<file path="config.mk">
export PLATFORM = sky130hd
export DESIGN_NAME = serial_rx
export DESIGN_NICKNAME = d
export VERILOG_FILES = /design/src/hdl/rx_pkg.sv /design/src/hdl/serial_rx.sv
export SDC_FILE = /design/constraint.sdc
export NUM_CORES = 1
export LEC_CHECK = 0
export ABC_AREA = 1
export BUFFER_PORTS_ARGS = -buffer_cell sky130_fd_sc_hd__buf_2
export CAP_MARGIN = 20
export CORE_MARGIN = 10
export CORE_UTILIZATION = 52
export CTS_BUF_LIST = sky130_fd_sc_hd__clkbuf_8
export DETAILED_ROUTE_END_ITERATION = 8
export GPL_TIMING_DRIVEN = 0
export PLACE_DENSITY = 0.76
export SLEW_MARGIN = 25
export SYNTH_ARGS = -nofsm -noshare
export SYNTH_HDL_FRONTEND = slang
export SYNTH_SLANG_ARGS = --single-unit
export TNS_END_PERCENT = 50
</file>
<file path="constraint.sdc">
create_clock -name aclk -period 1.75 [get_ports aclk]
set_clock_uncertainty 0.15 [all_clocks]
set_input_delay 0.35 -clock aclk [delete_from_list [all_inputs] [get_ports aclk]]
set_output_delay 0.35 -clock aclk [all_outputs]
set_load 0.03 [all_outputs]
</file>
<file path="src/hdl/rx_pkg.sv">
package rx_pkg;
    localparam logic [7:0] ADDR_RX_STATUS = 8'h00;
    localparam logic [7:0] ADDR_RX_DATA = 8'h04;
    localparam logic [7:0] ADDR_TX_STATUS = 8'h08;
    localparam logic [7:0] ADDR_BAUD_CTRL = 8'h0C;
    localparam logic [7:0] ADDR_DIV_HIGH = 8'h10;
    localparam logic [7:0] ADDR_DIV_LOW = 8'h14;
    localparam logic [7:0] ADDR_IRQ_CTRL = 8'h18;
    // receive_status_control fields
    localparam int BIT_SPORT_EN = 7;
    localparam int BIT_NINTH_EN = 6;
    localparam int BIT_CONT_EN = 4;
    localparam int BIT_ADDR_DET = 3;
    localparam int BIT_FRAME_ERR = 2;
    localparam int BIT_OVERRUN = 1;
    localparam int BIT_NINTH_RX = 0;
    // transmit_status_control fields
    localparam int BIT_CLOCKED_MODE = 4;
    localparam int BIT_HIGH_BAUD = 2;
    // baud_control fields
    localparam int BIT_RX_IDLE = 6;
    localparam int BIT_WIDE_DIV = 3;
    localparam int BIT_WAKE_EN = 1;
    // irq control: complete flag, interrupt enable, sleep request
    localparam int BIT_CPL_FLAG = 0;
    localparam int BIT_IRQ_EN = 1;
    localparam int BIT_SLEEP = 2;
    localparam logic [7:0] RST_REG8 = 8'h00;
    localparam logic [7:0] RX_STATUS_WMASK = 8'hD8;
    localparam logic [7:0] TX_STATUS_WMASK = 8'h14;
    localparam logic [7:0] BAUD_CTRL_WMASK = 8'h0A;
    localparam logic [7:0] IRQ_CTRL_WMASK = 8'h06;
    localparam logic [3:0] OVERSAMPLE_LAST = 4'hF;
    localparam logic [3:0] OVERSAMPLE_MID = 4'h7;
    localparam logic [1:0] RESP_OKAY = 2'h0;
    localparam logic [1:0] RESP_SLVERR = 2'h2;

    typedef struct packed {
        logic [7:0] data;
        logic ninth;
        logic frame_err;
    } frame_t;
endpackage

</file>
<file path="src/hdl/serial_rx.sv">
`timescale 1ns/1ps
module serial_rx
(
    input wire logic aclk,
    input wire logic aresetn,
    input wire logic [7:0] s_axi_awaddr,
    input wire logic s_axi_awvalid,
    output logic s_axi_awready,
    input wire logic [31:0] s_axi_wdata,
    input wire logic [3:0] s_axi_wstrb,
    input wire logic s_axi_wvalid,
    output logic s_axi_wready,
    output logic [1:0] s_axi_bresp,
    output logic s_axi_bvalid,
    input wire logic s_axi_bready,
    input wire logic [7:0] s_axi_araddr,
    input wire logic s_axi_arvalid,
    output logic s_axi_arready,
    output logic [31:0] s_axi_rdata,
    output logic [1:0] s_axi_rresp,
    output logic s_axi_rvalid,
    input wire logic s_axi_rready,
    input wire logic serial_input_pin,
    output logic receive_irq
);
    typedef enum {ST_IDLE, ST_START, ST_DATA, ST_STOP} rx_state_t;

    logic [7:0] rx_status_reg;
    logic [7:0] rx_data_reg;
    logic [7:0] tx_status_reg;
    logic [7:0] baud_ctrl_reg;
    logic [7:0] div_high_reg;
    logic [7:0] div_low_reg;
    logic [7:0] irq_ctrl_reg;
    logic cpl_flag_reg;
    logic wake_seen_reg;
    logic line_prev_reg;
    rx_state_t state_reg;
    logic [15:0] baud_cnt_reg;
    logic [3:0] os_cnt_reg;
    logic [3:0] bit_cnt_reg;
    logic [8:0] shift_reg;
    logic [15:0] tick_div;
    logic tick;
    logic aw_held_reg;
    logic w_held_reg;
    logic [7:0] aw_addr_reg;
    logic [31:0] w_data_reg;
    logic [3:0] w_strb_reg;
    logic wr_fire;
    logic rd_fire;
    logic rd_data_fire;
    logic rx_enabled;
    logic accept_frame;
    rx_pkg::frame_t frame_in;
    logic frame_done;
    logic fall_edge;
    logic rise_edge;
    logic cont_clear;

    function automatic logic [7:0] wmerge(input logic [7:0] old,
        input logic [7:0] mask, input logic [31:0] wd, input logic lane);
        wmerge = lane ? ((old & ~mask) | (wd[7:0] & mask)) : old;
    endfunction

    function automatic logic hit(input logic [7:0] a, input logic [7:0] b);
        hit = (a == b);
    endfunction

    // bus slave: address and data taken in either order
    assign wr_fire = aw_held_reg && w_held_reg && !s_axi_bvalid;
    assign rd_fire = s_axi_arvalid && s_axi_arready;
    assign rd_data_fire = rd_fire
        && hit(s_axi_araddr, rx_pkg::ADDR_RX_DATA);

    always_ff @(posedge aclk)
    begin
        if (!aresetn)
        begin
            aw_held_reg <= 1'b0;
            w_held_reg <= 1'b0;
            aw_addr_reg <= 8'h00;
            w_data_reg <= 32'h00000000;
            w_strb_reg <= 4'h0;
            s_axi_awready <= 1'b1;
            s_axi_wready <= 1'b1;
            s_axi_bvalid <= 1'b0;
            s_axi_bresp <= rx_pkg::RESP_OKAY;
        end
        else
        begin
            if (s_axi_awvalid && s_axi_awready)
            begin
                aw_held_reg <= 1'b1;
                aw_addr_reg <= s_axi_awaddr;
                s_axi_awready <= 1'b0;
            end
            if (s_axi_wvalid && s_axi_wready)
            begin
                w_held_reg <= 1'b1;
                w_data_reg <= s_axi_wdata;
                w_strb_reg <= s_axi_wstrb;
                s_axi_wready <= 1'b0;
            end
            if (wr_fire)
            begin
                aw_held_reg <= 1'b0;
                w_held_reg <= 1'b0;
                s_axi_bvalid <= 1'b1;
                case (aw_addr_reg)
                    rx_pkg::ADDR_RX_STATUS, rx_pkg::ADDR_RX_DATA,
                    rx_pkg::ADDR_TX_STATUS, rx_pkg::ADDR_BAUD_CTRL,
                    rx_pkg::ADDR_DIV_HIGH, rx_pkg::ADDR_DIV_LOW,
                    rx_pkg::ADDR_IRQ_CTRL:
                        s_axi_bresp <= rx_pkg::RESP_OKAY;
                    default:
                        s_axi_bresp <= rx_pkg::RESP_SLVERR;
                endcase
            end
            if (s_axi_bvalid && s_axi_bready)
            begin
                s_axi_bvalid <= 1'b0;
                s_axi_awready <= 1'b1;
                s_axi_wready <= 1'b1;
            end
        end
    end

    always_ff @(posedge aclk)
    begin
        if (!aresetn)
        begin
            s_axi_arready <= 1'b1;
            s_axi_rvalid <= 1'b0;
            s_axi_rdata <= 32'h00000000;
            s_axi_rresp <= rx_pkg::RESP_OKAY;
        end
        else if (rd_fire)
        begin
            s_axi_arready <= 1'b0;
            s_axi_rvalid <= 1'b1;
            s_axi_rresp <= rx_pkg::RESP_OKAY;
            case (s_axi_araddr)
                rx_pkg::ADDR_RX_STATUS:
                    s_axi_rdata <= {24'h000000, rx_status_reg};
                rx_pkg::ADDR_RX_DATA:
                    s_axi_rdata <= {24'h000000, rx_data_reg};
                rx_pkg::ADDR_TX_STATUS:
                    s_axi_rdata <= {24'h000000, tx_status_reg};
                rx_pkg::ADDR_BAUD_CTRL:
                    s_axi_rdata <= {24'h000000, baud_ctrl_reg[7],
                        state_reg == ST_IDLE, baud_ctrl_reg[5:0]};
                rx_pkg::ADDR_DIV_HIGH:
                    s_axi_rdata <= {24'h000000, div_high_reg};
                rx_pkg::ADDR_DIV_LOW:
                    s_axi_rdata <= {24'h000000, div_low_reg};
                rx_pkg::ADDR_IRQ_CTRL:
                    s_axi_rdata <= {24'h000000, irq_ctrl_reg[7:1],
                        cpl_flag_reg};
                default:
                begin
                    s_axi_rdata <= 32'h00000000;
                    s_axi_rresp <= rx_pkg::RESP_SLVERR;
                end
            endcase
        end
        else if (s_axi_rvalid && s_axi_rready)
        begin
            s_axi_rvalid <= 1'b0;
            s_axi_arready <= 1'b1;
        end
    end

    // writable control registers
    assign cont_clear = wr_fire && w_strb_reg[0]
        && hit(aw_addr_reg, rx_pkg::ADDR_RX_STATUS)
        && !w_data_reg[rx_pkg::BIT_CONT_EN];

    always_ff @(posedge aclk)
    begin
        if (!aresetn)
        begin
            tx_status_reg <= rx_pkg::RST_REG8;
            div_high_reg <= rx_pkg::RST_REG8;
            div_low_reg <= rx_pkg::RST_REG8;
            irq_ctrl_reg <= rx_pkg::RST_REG8;
        end
        else if (wr_fire)
        begin
            if (hit(aw_addr_reg, rx_pkg::ADDR_TX_STATUS))
                tx_status_reg <= wmerge(tx_status_reg,
                    rx_pkg::TX_STATUS_WMASK, w_data_reg, w_strb_reg[0]);
            if (hit(aw_addr_reg, rx_pkg::ADDR_DIV_HIGH))
                div_high_reg <= wmerge(div_high_reg, 8'hFF,
                    w_data_reg, w_strb_reg[0]);
            if (hit(aw_addr_reg, rx_pkg::ADDR_DIV_LOW))
                div_low_reg <= wmerge(div_low_reg, 8'hFF,
                    w_data_reg, w_strb_reg[0]);
            if (hit(aw_addr_reg, rx_pkg::ADDR_IRQ_CTRL))
                irq_ctrl_reg <= wmerge(irq_ctrl_reg,
                    rx_pkg::IRQ_CTRL_WMASK, w_data_reg, w_strb_reg[0]);
        end
    end

    // receive path enables
    assign rx_enabled = rx_status_reg[rx_pkg::BIT_SPORT_EN]
        && !tx_status_reg[rx_pkg::BIT_CLOCKED_MODE]
        && !irq_ctrl_reg[rx_pkg::BIT_SLEEP]
        && !baud_ctrl_reg[rx_pkg::BIT_WAKE_EN];

    // divisor gives one tick per sixteenth of a bit; prescale bits ignored
    assign tick_div = baud_ctrl_reg[rx_pkg::BIT_WIDE_DIV]
        ? {div_high_reg, div_low_reg} : {8'h00, div_low_reg};
    assign tick = (baud_cnt_reg == tick_div);

    always_ff @(posedge aclk)
    begin
        if (!aresetn || !rx_enabled)
            baud_cnt_reg <= 16'h0000;
        else if (tick)
            baud_cnt_reg <= 16'h0000;
        else
            baud_cnt_reg <= baud_cnt_reg + 16'h0001;
    end

    // oversampled frame recovery
    always_ff @(posedge aclk)
    begin
        if (!aresetn || !rx_enabled)
        begin
            state_reg <= ST_IDLE;
            os_cnt_reg <= 4'h0;
            bit_cnt_reg <= 4'h0;
            shift_reg <= 9'h000;
        end
        else if (tick)
        begin
            os_cnt_reg <= os_cnt_reg + 4'h1;
            case (state_reg)
                ST_IDLE:
                begin
                    os_cnt_reg <= 4'h0;
                    // overrun halts reception
                    if (!serial_input_pin
                        && rx_status_reg[rx_pkg::BIT_CONT_EN]
                        && !rx_status_reg[rx_pkg::BIT_OVERRUN])
                        state_reg <= ST_START;
                end
                ST_START:
                    if (os_cnt_reg == rx_pkg::OVERSAMPLE_MID)
                    begin
                        os_cnt_reg <= 4'h0;
                        bit_cnt_reg <= 4'h0;
                        state_reg <= serial_input_pin ? ST_IDLE : ST_DATA;
                    end
                ST_DATA:
                    if (os_cnt_reg == rx_pkg::OVERSAMPLE_LAST)
                    begin
                        shift_reg <= {serial_input_pin, shift_reg[8:1]};
                        bit_cnt_reg <= bit_cnt_reg + 4'h1;
                        if (bit_cnt_reg == (rx_status_reg[rx_pkg::BIT_NINTH_EN]
                            ? 4'h8 : 4'h7))
                            state_reg <= ST_STOP;
                    end
                ST_STOP:
                    if (os_cnt_reg == rx_pkg::OVERSAMPLE_LAST)
                        state_reg <= ST_IDLE;
                default:
                    state_reg <= ST_IDLE;
            endcase
        end
    end

    assign frame_done = tick && state_reg == ST_STOP
        && os_cnt_reg == rx_pkg::OVERSAMPLE_LAST;
    // eight-bit frames leave data one place high in the shifter
    assign frame_in.data = rx_status_reg[rx_pkg::BIT_NINTH_EN]
        ? shift_reg[7:0] : shift_reg[8:1];
    assign frame_in.ninth = rx_status_reg[rx_pkg::BIT_NINTH_EN] & shift_reg[8];
    assign frame_in.frame_err = !serial_input_pin;
    assign accept_frame = frame_done
        && !(rx_status_reg[rx_pkg::BIT_NINTH_EN]
        && rx_status_reg[rx_pkg::BIT_ADDR_DET] && !frame_in.ninth);

    // status, data and error flags
    always_ff @(posedge aclk)
    begin
        if (!aresetn)
        begin
            rx_status_reg <= rx_pkg::RST_REG8;
            rx_data_reg <= rx_pkg::RST_REG8;
        end
        else
        begin
            if (wr_fire && hit(aw_addr_reg, rx_pkg::ADDR_RX_STATUS))
                rx_status_reg <= wmerge(rx_status_reg,
                    rx_pkg::RX_STATUS_WMASK, w_data_reg, w_strb_reg[0]);
            if (cont_clear)
                rx_status_reg[rx_pkg::BIT_OVERRUN] <= 1'b0;
            if (accept_frame && cpl_flag_reg)
                rx_status_reg[rx_pkg::BIT_OVERRUN] <= 1'b1;
            else if (accept_frame)
            begin
                rx_data_reg <= frame_in.data;
                rx_status_reg[rx_pkg::BIT_NINTH_RX] <= frame_in.ninth;
                rx_status_reg[rx_pkg::BIT_FRAME_ERR] <= frame_in.frame_err;
            end
        end
    end

    // complete flag: set wins over the read that clears it
    always_ff @(posedge aclk)
    begin
        if (!aresetn)
            cpl_flag_reg <= 1'b0;
        else if ((accept_frame && !cpl_flag_reg)
            || (baud_ctrl_reg[rx_pkg::BIT_WAKE_EN] && !wake_seen_reg
            && fall_edge))
            cpl_flag_reg <= 1'b1;
        else if (rd_data_fire)
            cpl_flag_reg <= 1'b0;
    end

    always_ff @(posedge aclk)
    begin
        if (!aresetn)
            receive_irq <= 1'b0;
        else
            receive_irq <= cpl_flag_reg
                && irq_ctrl_reg[rx_pkg::BIT_IRQ_EN];
    end

    // wake-up watch runs even in sleep
    assign fall_edge = line_prev_reg && !serial_input_pin;
    assign rise_edge = !line_prev_reg && serial_input_pin;

    always_ff @(posedge aclk)
    begin
        if (!aresetn)
        begin
            line_prev_reg <= 1'b1;
            wake_seen_reg <= 1'b0;
            baud_ctrl_reg <= rx_pkg::RST_REG8;
        end
        else
        begin
            line_prev_reg <= serial_input_pin;
            if (wr_fire && hit(aw_addr_reg, rx_pkg::ADDR_BAUD_CTRL))
            begin
                baud_ctrl_reg <= wmerge(baud_ctrl_reg,
                    rx_pkg::BAUD_CTRL_WMASK, w_data_reg, w_strb_reg[0]);
                wake_seen_reg <= 1'b0;
            end
            if (baud_ctrl_reg[rx_pkg::BIT_WAKE_EN] && fall_edge)
                wake_seen_reg <= 1'b1;
            if (baud_ctrl_reg[rx_pkg::BIT_WAKE_EN] && wake_seen_reg
                && rise_edge)
            begin
                baud_ctrl_reg[rx_pkg::BIT_WAKE_EN] <= 1'b0;
                wake_seen_reg <= 1'b0;
            end
        end
    end
endmodule

</file>
==> flow_summary_export.csv, run 1 <==
group,metric,value,unit
die,rows,37,
clock_network,clock-root-buffer,"clkbuf_8",
worst_setup_path,cp_max_fo,10,
synthesis,yosysSeqAreaShare,39.7,%
sta,tightest_slew,526,ps
route,routed_wl,14300,um
worst_hold_path,hold_path_class,"in2reg",
sta,final_hold_viol_count,0,
die,initial_core_util,53.5,%
worst_setup_path,end_kind,"flop",
cells_and_area,register_area,2230,um^2
cells_and_area,largest_reg_flops,16,
route,drt.antenna.violating_nets,0,
power_and_ir_drop,ir_drop,0.000576,V
clock_network,clkSinkCount,110,
die,die_h,123,um
sta,rsz0062_at_grt,"true",
worst_setup_path,cp-start-kind,"flop",
cells_and_area,final_cell_mix,"169 x nand2_1, 97 x inv_1, 97 x dfxtp_1",
sta,fmax,0.534,GHz
route,wl_met3,1240,um
synthesis,synth-seq-cells,110,
job,maxCapViolations,0,
cells_and_area,fillers,941,
route,wl_per_cell,13.4,um
route,via_per_inst,5.08,
sta,drv_slew,0,
place,port_buffers,48,
worst_setup_path,worstSetupPathType,"reg2reg",
cells_and_area,drive_gt1_share,22.4,%
route,num_vias,5429,
sta,layout_setup_ws,-123,ps
cells_and_area,fin_area,6740,um^2
global_route,antenna_found_initial,0,
worst_setup_path,cpPeakStageDelay,380,ps
sta,final-setup-viol-count,45,
die,ioPinCount,102,
power_and_ir_drop,leakage,3.05,nW
synthesis,syn-cell-area,5550,um^2
synthesis,synthCells,824,
cells_and_area,multiInputGateArea,2980,um^2
clock_network,clock_latency,380,ps
route,wl_met1,6860,um
cells_and_area,area.growth.synth_to_final,21.4,%
power_and_ir_drop,swShare,27.6,%
cells_and_area,final_common_cell,"nand2_1",
global_route,grt_pass1_vias,4734,
global_route,grt-ovfl-total,0,
sta,finalCritPeriodShare,107,%
place,dp_hpwl,10300,um
worst_setup_path,cp_slowest_cell,"dfxtp_4",
power_and_ir_drop,p_seq_share,57.3,%
die,die_w,123,um
power_and_ir_drop,cellPowerDensity,668,nW/um^2
die,die_area,15200,um^2
power_and_ir_drop,finalPower,4.50,mW
clock_network,htreeDepth,3,
power_and_ir_drop,clockPowerShare,32.8,%
cells_and_area,diodes,0,
clock_network,cts_tree,"built",
power_and_ir_drop,p_comb_share,9.8,%
global_route,grt_usage,18.1,%
sta,holdWs,64.6,ps
place,placed_area,6050,um^2
status,violations,"setup timing",
synthesis,synth_top_flop_cell,"dfxtp_1",
worst_setup_path,cp.required,1880,ps
power_and_ir_drop,intPower,3.26,mW
synthesis,syn_avg_cell_area,6.73,um^2
power_and_ir_drop,p_switching,1.24,mW
worst_setup_path,arrival,2000,ps
synthesis,yosys_warnings,0,
route,drt_pass1_iterations,5,
clock_network,cts.clk_slew.worst_paths,100,ps
synthesis,synth_edf_count,0,
sta,period_minus_slack,1870,ps
synthesis,synth-async-reset-ratio,0,%
place,gp_congestion,0.900,
cells_and_area,fin_nets,991,
route,routed.top_layer,"met4",
clock_network,ctsLongestPathBuffers,2,
worst_setup_path,crit_chain,"buf_6 > nand2_1 > nand2_1 > nand3_4 > nor2_4 > nand2_4 > nor2_8 > nand3_4 > buf_6 > nor2_1 > nor2_1",
global_route,grt_pass1_wl,22600,um
synthesis,synthDistinctLibCells,38,
route,drt_iter0_drc,441,
route,drc,0,
sta,max-slew-margin-rel,64.9,%
sta,fin_setup_tns,-3220,ps
route,met2WireLength,6010,um
status,run_status,"complete, but fails checks",
die,core-area,10400,um^2
global_route,grt_max_degree,19,
clock_network,cts_made_buffers,9,
-- final timing paths --
| kind | from | end | slack [ps] | cells after the start |
|---|---|---|---|---|
| worst max-delay path | baud_ctrl_reg[3] | rx_data_reg[2] | -120 | 11 |
| worst min-delay path | s_axi_awaddr[6] | aw_addr_reg[6] | 60 | 3 |
| worst max register to register | baud_ctrl_reg[3] | rx_data_reg[2] | -120 | 11 |
| worst min register to register | s_axi_rdata[7] | s_axi_rdata[7] | 320 | 2 |
-- what timing repair did --
item / CTS / global route
buffers inserted: 6 / 10
pin swaps: 6 / 19
gates cloned: 2 / 2
endpoints found under the setup margin: 58 / 69
hold buffers: 0 / 0
endpoints found under the hold margin: 0 / 0
resized for setup: 30 / 85
-- worst max-delay path, delay by kind of cell (launching register included) --
family        cells  cell delay [ps]
buf+inv           2              280
flops             1              380
simple gates      9              960
-- area by class of cell --
class / count / area share [%]
repair buffers: 68 / 6.20
inverters: 103 / 5.78
multi-input cells: 583 / 44.2
plain buffers: 53 / 5.53
well taps: 136 / 2.53
clock buffers: 10 / 2.04
clock inverters: 6 / 0.687
flip-flops and latches: 110 / 33.0
-- kinds of logic after synthesis --
group           synth area share (%)
compound gates                  13.8
simple gates                    30.8
flops                           39.7
other cells                   0.0676
xor+xnor                        1.74
buf+inv                         13.2
fa+ha+maj                      0.677
-- metrics by stage --
stage | std cells | util [%] | worst slack, ps
5_1_grt | 1069 | 65.0 | -204
6_report | 1069 | 65.0 | -123
2_1_floorplan | 849 | - | 43.4
4_1_cts | 1057 | 61.6 | -67.0
3_5_place_dp | 1033 | 58.4 | -283
3_3_place_gp | 1033 | 58.4 | -277
-- metal layers --
| metal | track usage, % | up-vias |
|---|---|---|
| met2 | 27.0 | 207 |
| li1 | - | 2799 |
| met5 | 0 | - |
| met4 | 5.97 | 0 |
| met1 | 25.6 | 2403 |
| met3 | 3.60 | 20 |
-- synth_stat cells, types with 2 or more instances --
cell / number / area, um^2
a211oi_1: 3 / 22.5
a21oi_1: 69 / 345
buf_2: 3 / 15.0
buf_4: 32 / 240
buf_6: 3 / 33.8
clkbuf_1: 14 / 52.6
dfxtp_1: 110 / 2200
ha_1: 3 / 37.5
inv_1: 99 / 372
inv_2: 3 / 11.3
nand2_1: 186 / 698
nand2_2: 3 / 18.8
nand3_1: 54 / 270
nand4_1: 19 / 119
nor2_1: 103 / 387
nor2_2: 2 / 12.5
nor3_1: 11 / 55.1
nor3_2: 4 / 40.0
o21ai_0: 70 / 350
o21ai_1: 3 / 15.0
or2_2: 4 / 25.0
xnor2_1: 5 / 43.8
xor2_1: 6 / 52.6
-- power by group through the flow --
| stage | Sequential (mW) | Combinational (mW) | Clock, mW |
|---|---|---|---|
| 6_report | 2.58 | 0.442 | 1.48 |
| 5_1_grt | 2.59 | 0.489 | 1.57 |
| 4_1_cts | 2.58 | 0.418 | 1.49 |
| 3_5_place_dp | 2.64 | 0.411 | 0 |
| 3_3_place_gp | 2.64 | 0.407 | 0 |
| 2_1_floorplan | 2.66 | 0.280 | 0 |
Note: power is estimated with default switching activity, not from simulation.
==> inputs of run 2 (changes only) <==
- CORE_UTILIZATION: 52 -> 60
- PLACE_DENSITY: 0.76 -> 0.83
- clock period: 1.75 -> 2.2 ns (I/O delays scaled with it)
==> flow_summary_export.csv, run 2 (synthesis gave the netlist of run 1 again) <==
group,metric,value,unit
clock_network,cts_tree,"built",
cells_and_area,area.growth.synth_to_final,12.1,%
die,core-area,9110,um^2
route,num_vias,5428,
route,wl_per_cell,13.8,um
global_route,grt_usage,21.1,%
global_route,met2_usage,34.3,%
sta,layout_setup_ws,191,ps
route,routed_wl,14100,um
power_and_ir_drop,leakage,2.86,nW
worst_setup_path,worstSetupPathType,"reg2reg",
cells_and_area,diodes,0,
die,initial_core_util,60.9,%
route,drc,0,
sta,tightest_slew,552,ps
sta,fin_setup_tns,0,ps
clock_network,htreeDepth,3,
die,rows,35,
sta,rsz0062_at_grt,"false",
power_and_ir_drop,cellPowerDensity,585,nW/um^2
sta,period_minus_slack,2010,ps
clock_network,cts_setup_buffers,0,
place,pre_cts_slack,98.2,ps
sta,final-setup-viol-count,0,
route,drt.antenna.violating_nets,0,
global_route,grt_max_degree,18,
sta,max-slew-margin-rel,63.0,%
place,port_buffers,48,
worst_hold_path,worstHoldPathCells,3,
cells_and_area,largest_reg_flops,16,
die,die_area,13500,um^2
clock_network,ctsLongestPathBuffers,2,
global_route,grt_pass1_vias,5146,
route,drt_iter0_drc,461,
die,die_w,116,um
cells_and_area,fin_nets,971,
clock_network,clock_latency,370,ps
cells_and_area,final_common_cell,"nand2_1",
cells_and_area,final_cell_mix,"186 x nand2_1, 110 x dfxtp_1, 103 x nor2_1",
power_and_ir_drop,finalPower,3.64,mW
global_route,met1_usage,27.0,%
worst_setup_path,cp_max_fo,10,
global_route,grt.busiest_layer,"met2",
worst_setup_path,cp.required,2320,ps
place,gp_congestion,0.917,
global_route,grt-ovfl-total,0,
worst_hold_path,worstHoldStart,"s_axi_bready",
worst_setup_path,rr_worst_depth,11,
cells_and_area,fillers,796,
worst_setup_path,arrival,2130,ps
status,run_status,"finished clean",
global_route,antenna_found_initial,0,
global_route,grt.met3_usage,4.62,%
sta,fmax,0.498,GHz
cells_and_area,fin_area,6220,um^2
worst_hold_path,hold_path_class,"in2reg",
clock_network,cts.clk_slew.worst_paths,100,ps
worst_setup_path,cp-start-kind,"flop",
cells_and_area,drive_gt1_share,13.3,%
route,via_per_inst,5.30,
clock_network,holdBufCountCts,0,
sta,final_hold_viol_count,0,
clock_network,cts_made_buffers,9,
global_route,grt_pass1_wl,23500,um
place,placed_area,6020,um^2
worst_setup_path,r2r_start,"baud_ctrl_reg[3]",
clock_network,clock-root-buffer,"clkbuf_8",
die,ioPinCount,102,
sta,drv_slew,0,
place,dp_hpwl,10800,um
worst_setup_path,cp-startpoint,"baud_ctrl_reg[3]",
power_and_ir_drop,ir_drop,0.000391,V
job,maxCapViolations,0,
clock_network,post_cts_resized,0,
route,drt_pass1_iterations,6,
die,die_h,116,um
sta,finalCritPeriodShare,91.3,%
worst_setup_path,end_kind,"flop",
clock_network,clkSinkCount,110,
## run 2: cell count changes in the layout (fill, tap and decap cells not counted), moves of 4 or more
cell and delta:
a21oi_1 +4, a21oi_2 -4, buf_4 -13, buf_6 -9, dfxtp_1 +13, dfxtp_2 -10
nand2_1 +17, nand2_2 -12, nand2_4 -5, nand3_1 +5, nor2_1 +20, nor2_2 -14
nor2_4 -6, nor3_4 -5
## run 2: per-stage QoR
stage	hold slack, ps	util (%)	cells
after CTS	170	68.3	1024
after detailed placement	298	66.1	1008
after global placement	292	66.1	1008
final	179	68.3	1024
after global routing	177	68.3	1024
after floorplan	273	-	849
## run 2: report_power, final
group / internal (mW) / leakage, nW / total (mW) / switching (mW)
sequential: 2.03 / 0.892 / 2.05 / 0.0217
clock: 0.555 / 0.0997 / 1.25 / 0.694
combinational: 0.104 / 1.87 / 0.335 / 0.231
total: 2.69 / 2.86 / 3.64 / 0.947
## run 2: worst max-delay path, cell delays in order, from the launching register on
cell     delay (ps)
dfxtp_1         340
buf_4           170
nand3_1          90
nand2_1         110
nand2_1          80
nor2_1          130
nand2_2         100
nor2_8          170
inv_2            80
nand2_2         190
buf_4           220
nor2_1           60
## run 2: layout make-up
class	count	area [um^2]	share of cell area (%)
plain buffers	53	345	5.55
repair buffers	48	240	3.86
multi-input cells	583	2710	43.5
clock inverters	6	62.6	1.01
well taps	111	139	2.23
clock buffers	10	138	2.21
flip-flops and latches	110	2200	35.4
inverters	103	387	6.21
## run 2: routing by layer
layer	up-vias	share of wire, %
met3	21	8.7
met1	2438	45
li1	2756	-
met5	-	0
met2	213	44
met4	0	1.7
## run 2: path summary, 6_finish.rpt
path,slack [ps],to
min reg2reg,310,aw_addr_reg[5]
max reg2reg,190,baud_cnt_reg[0]
min,180,s_axi_wready
max,190,baud_cnt_reg[0]
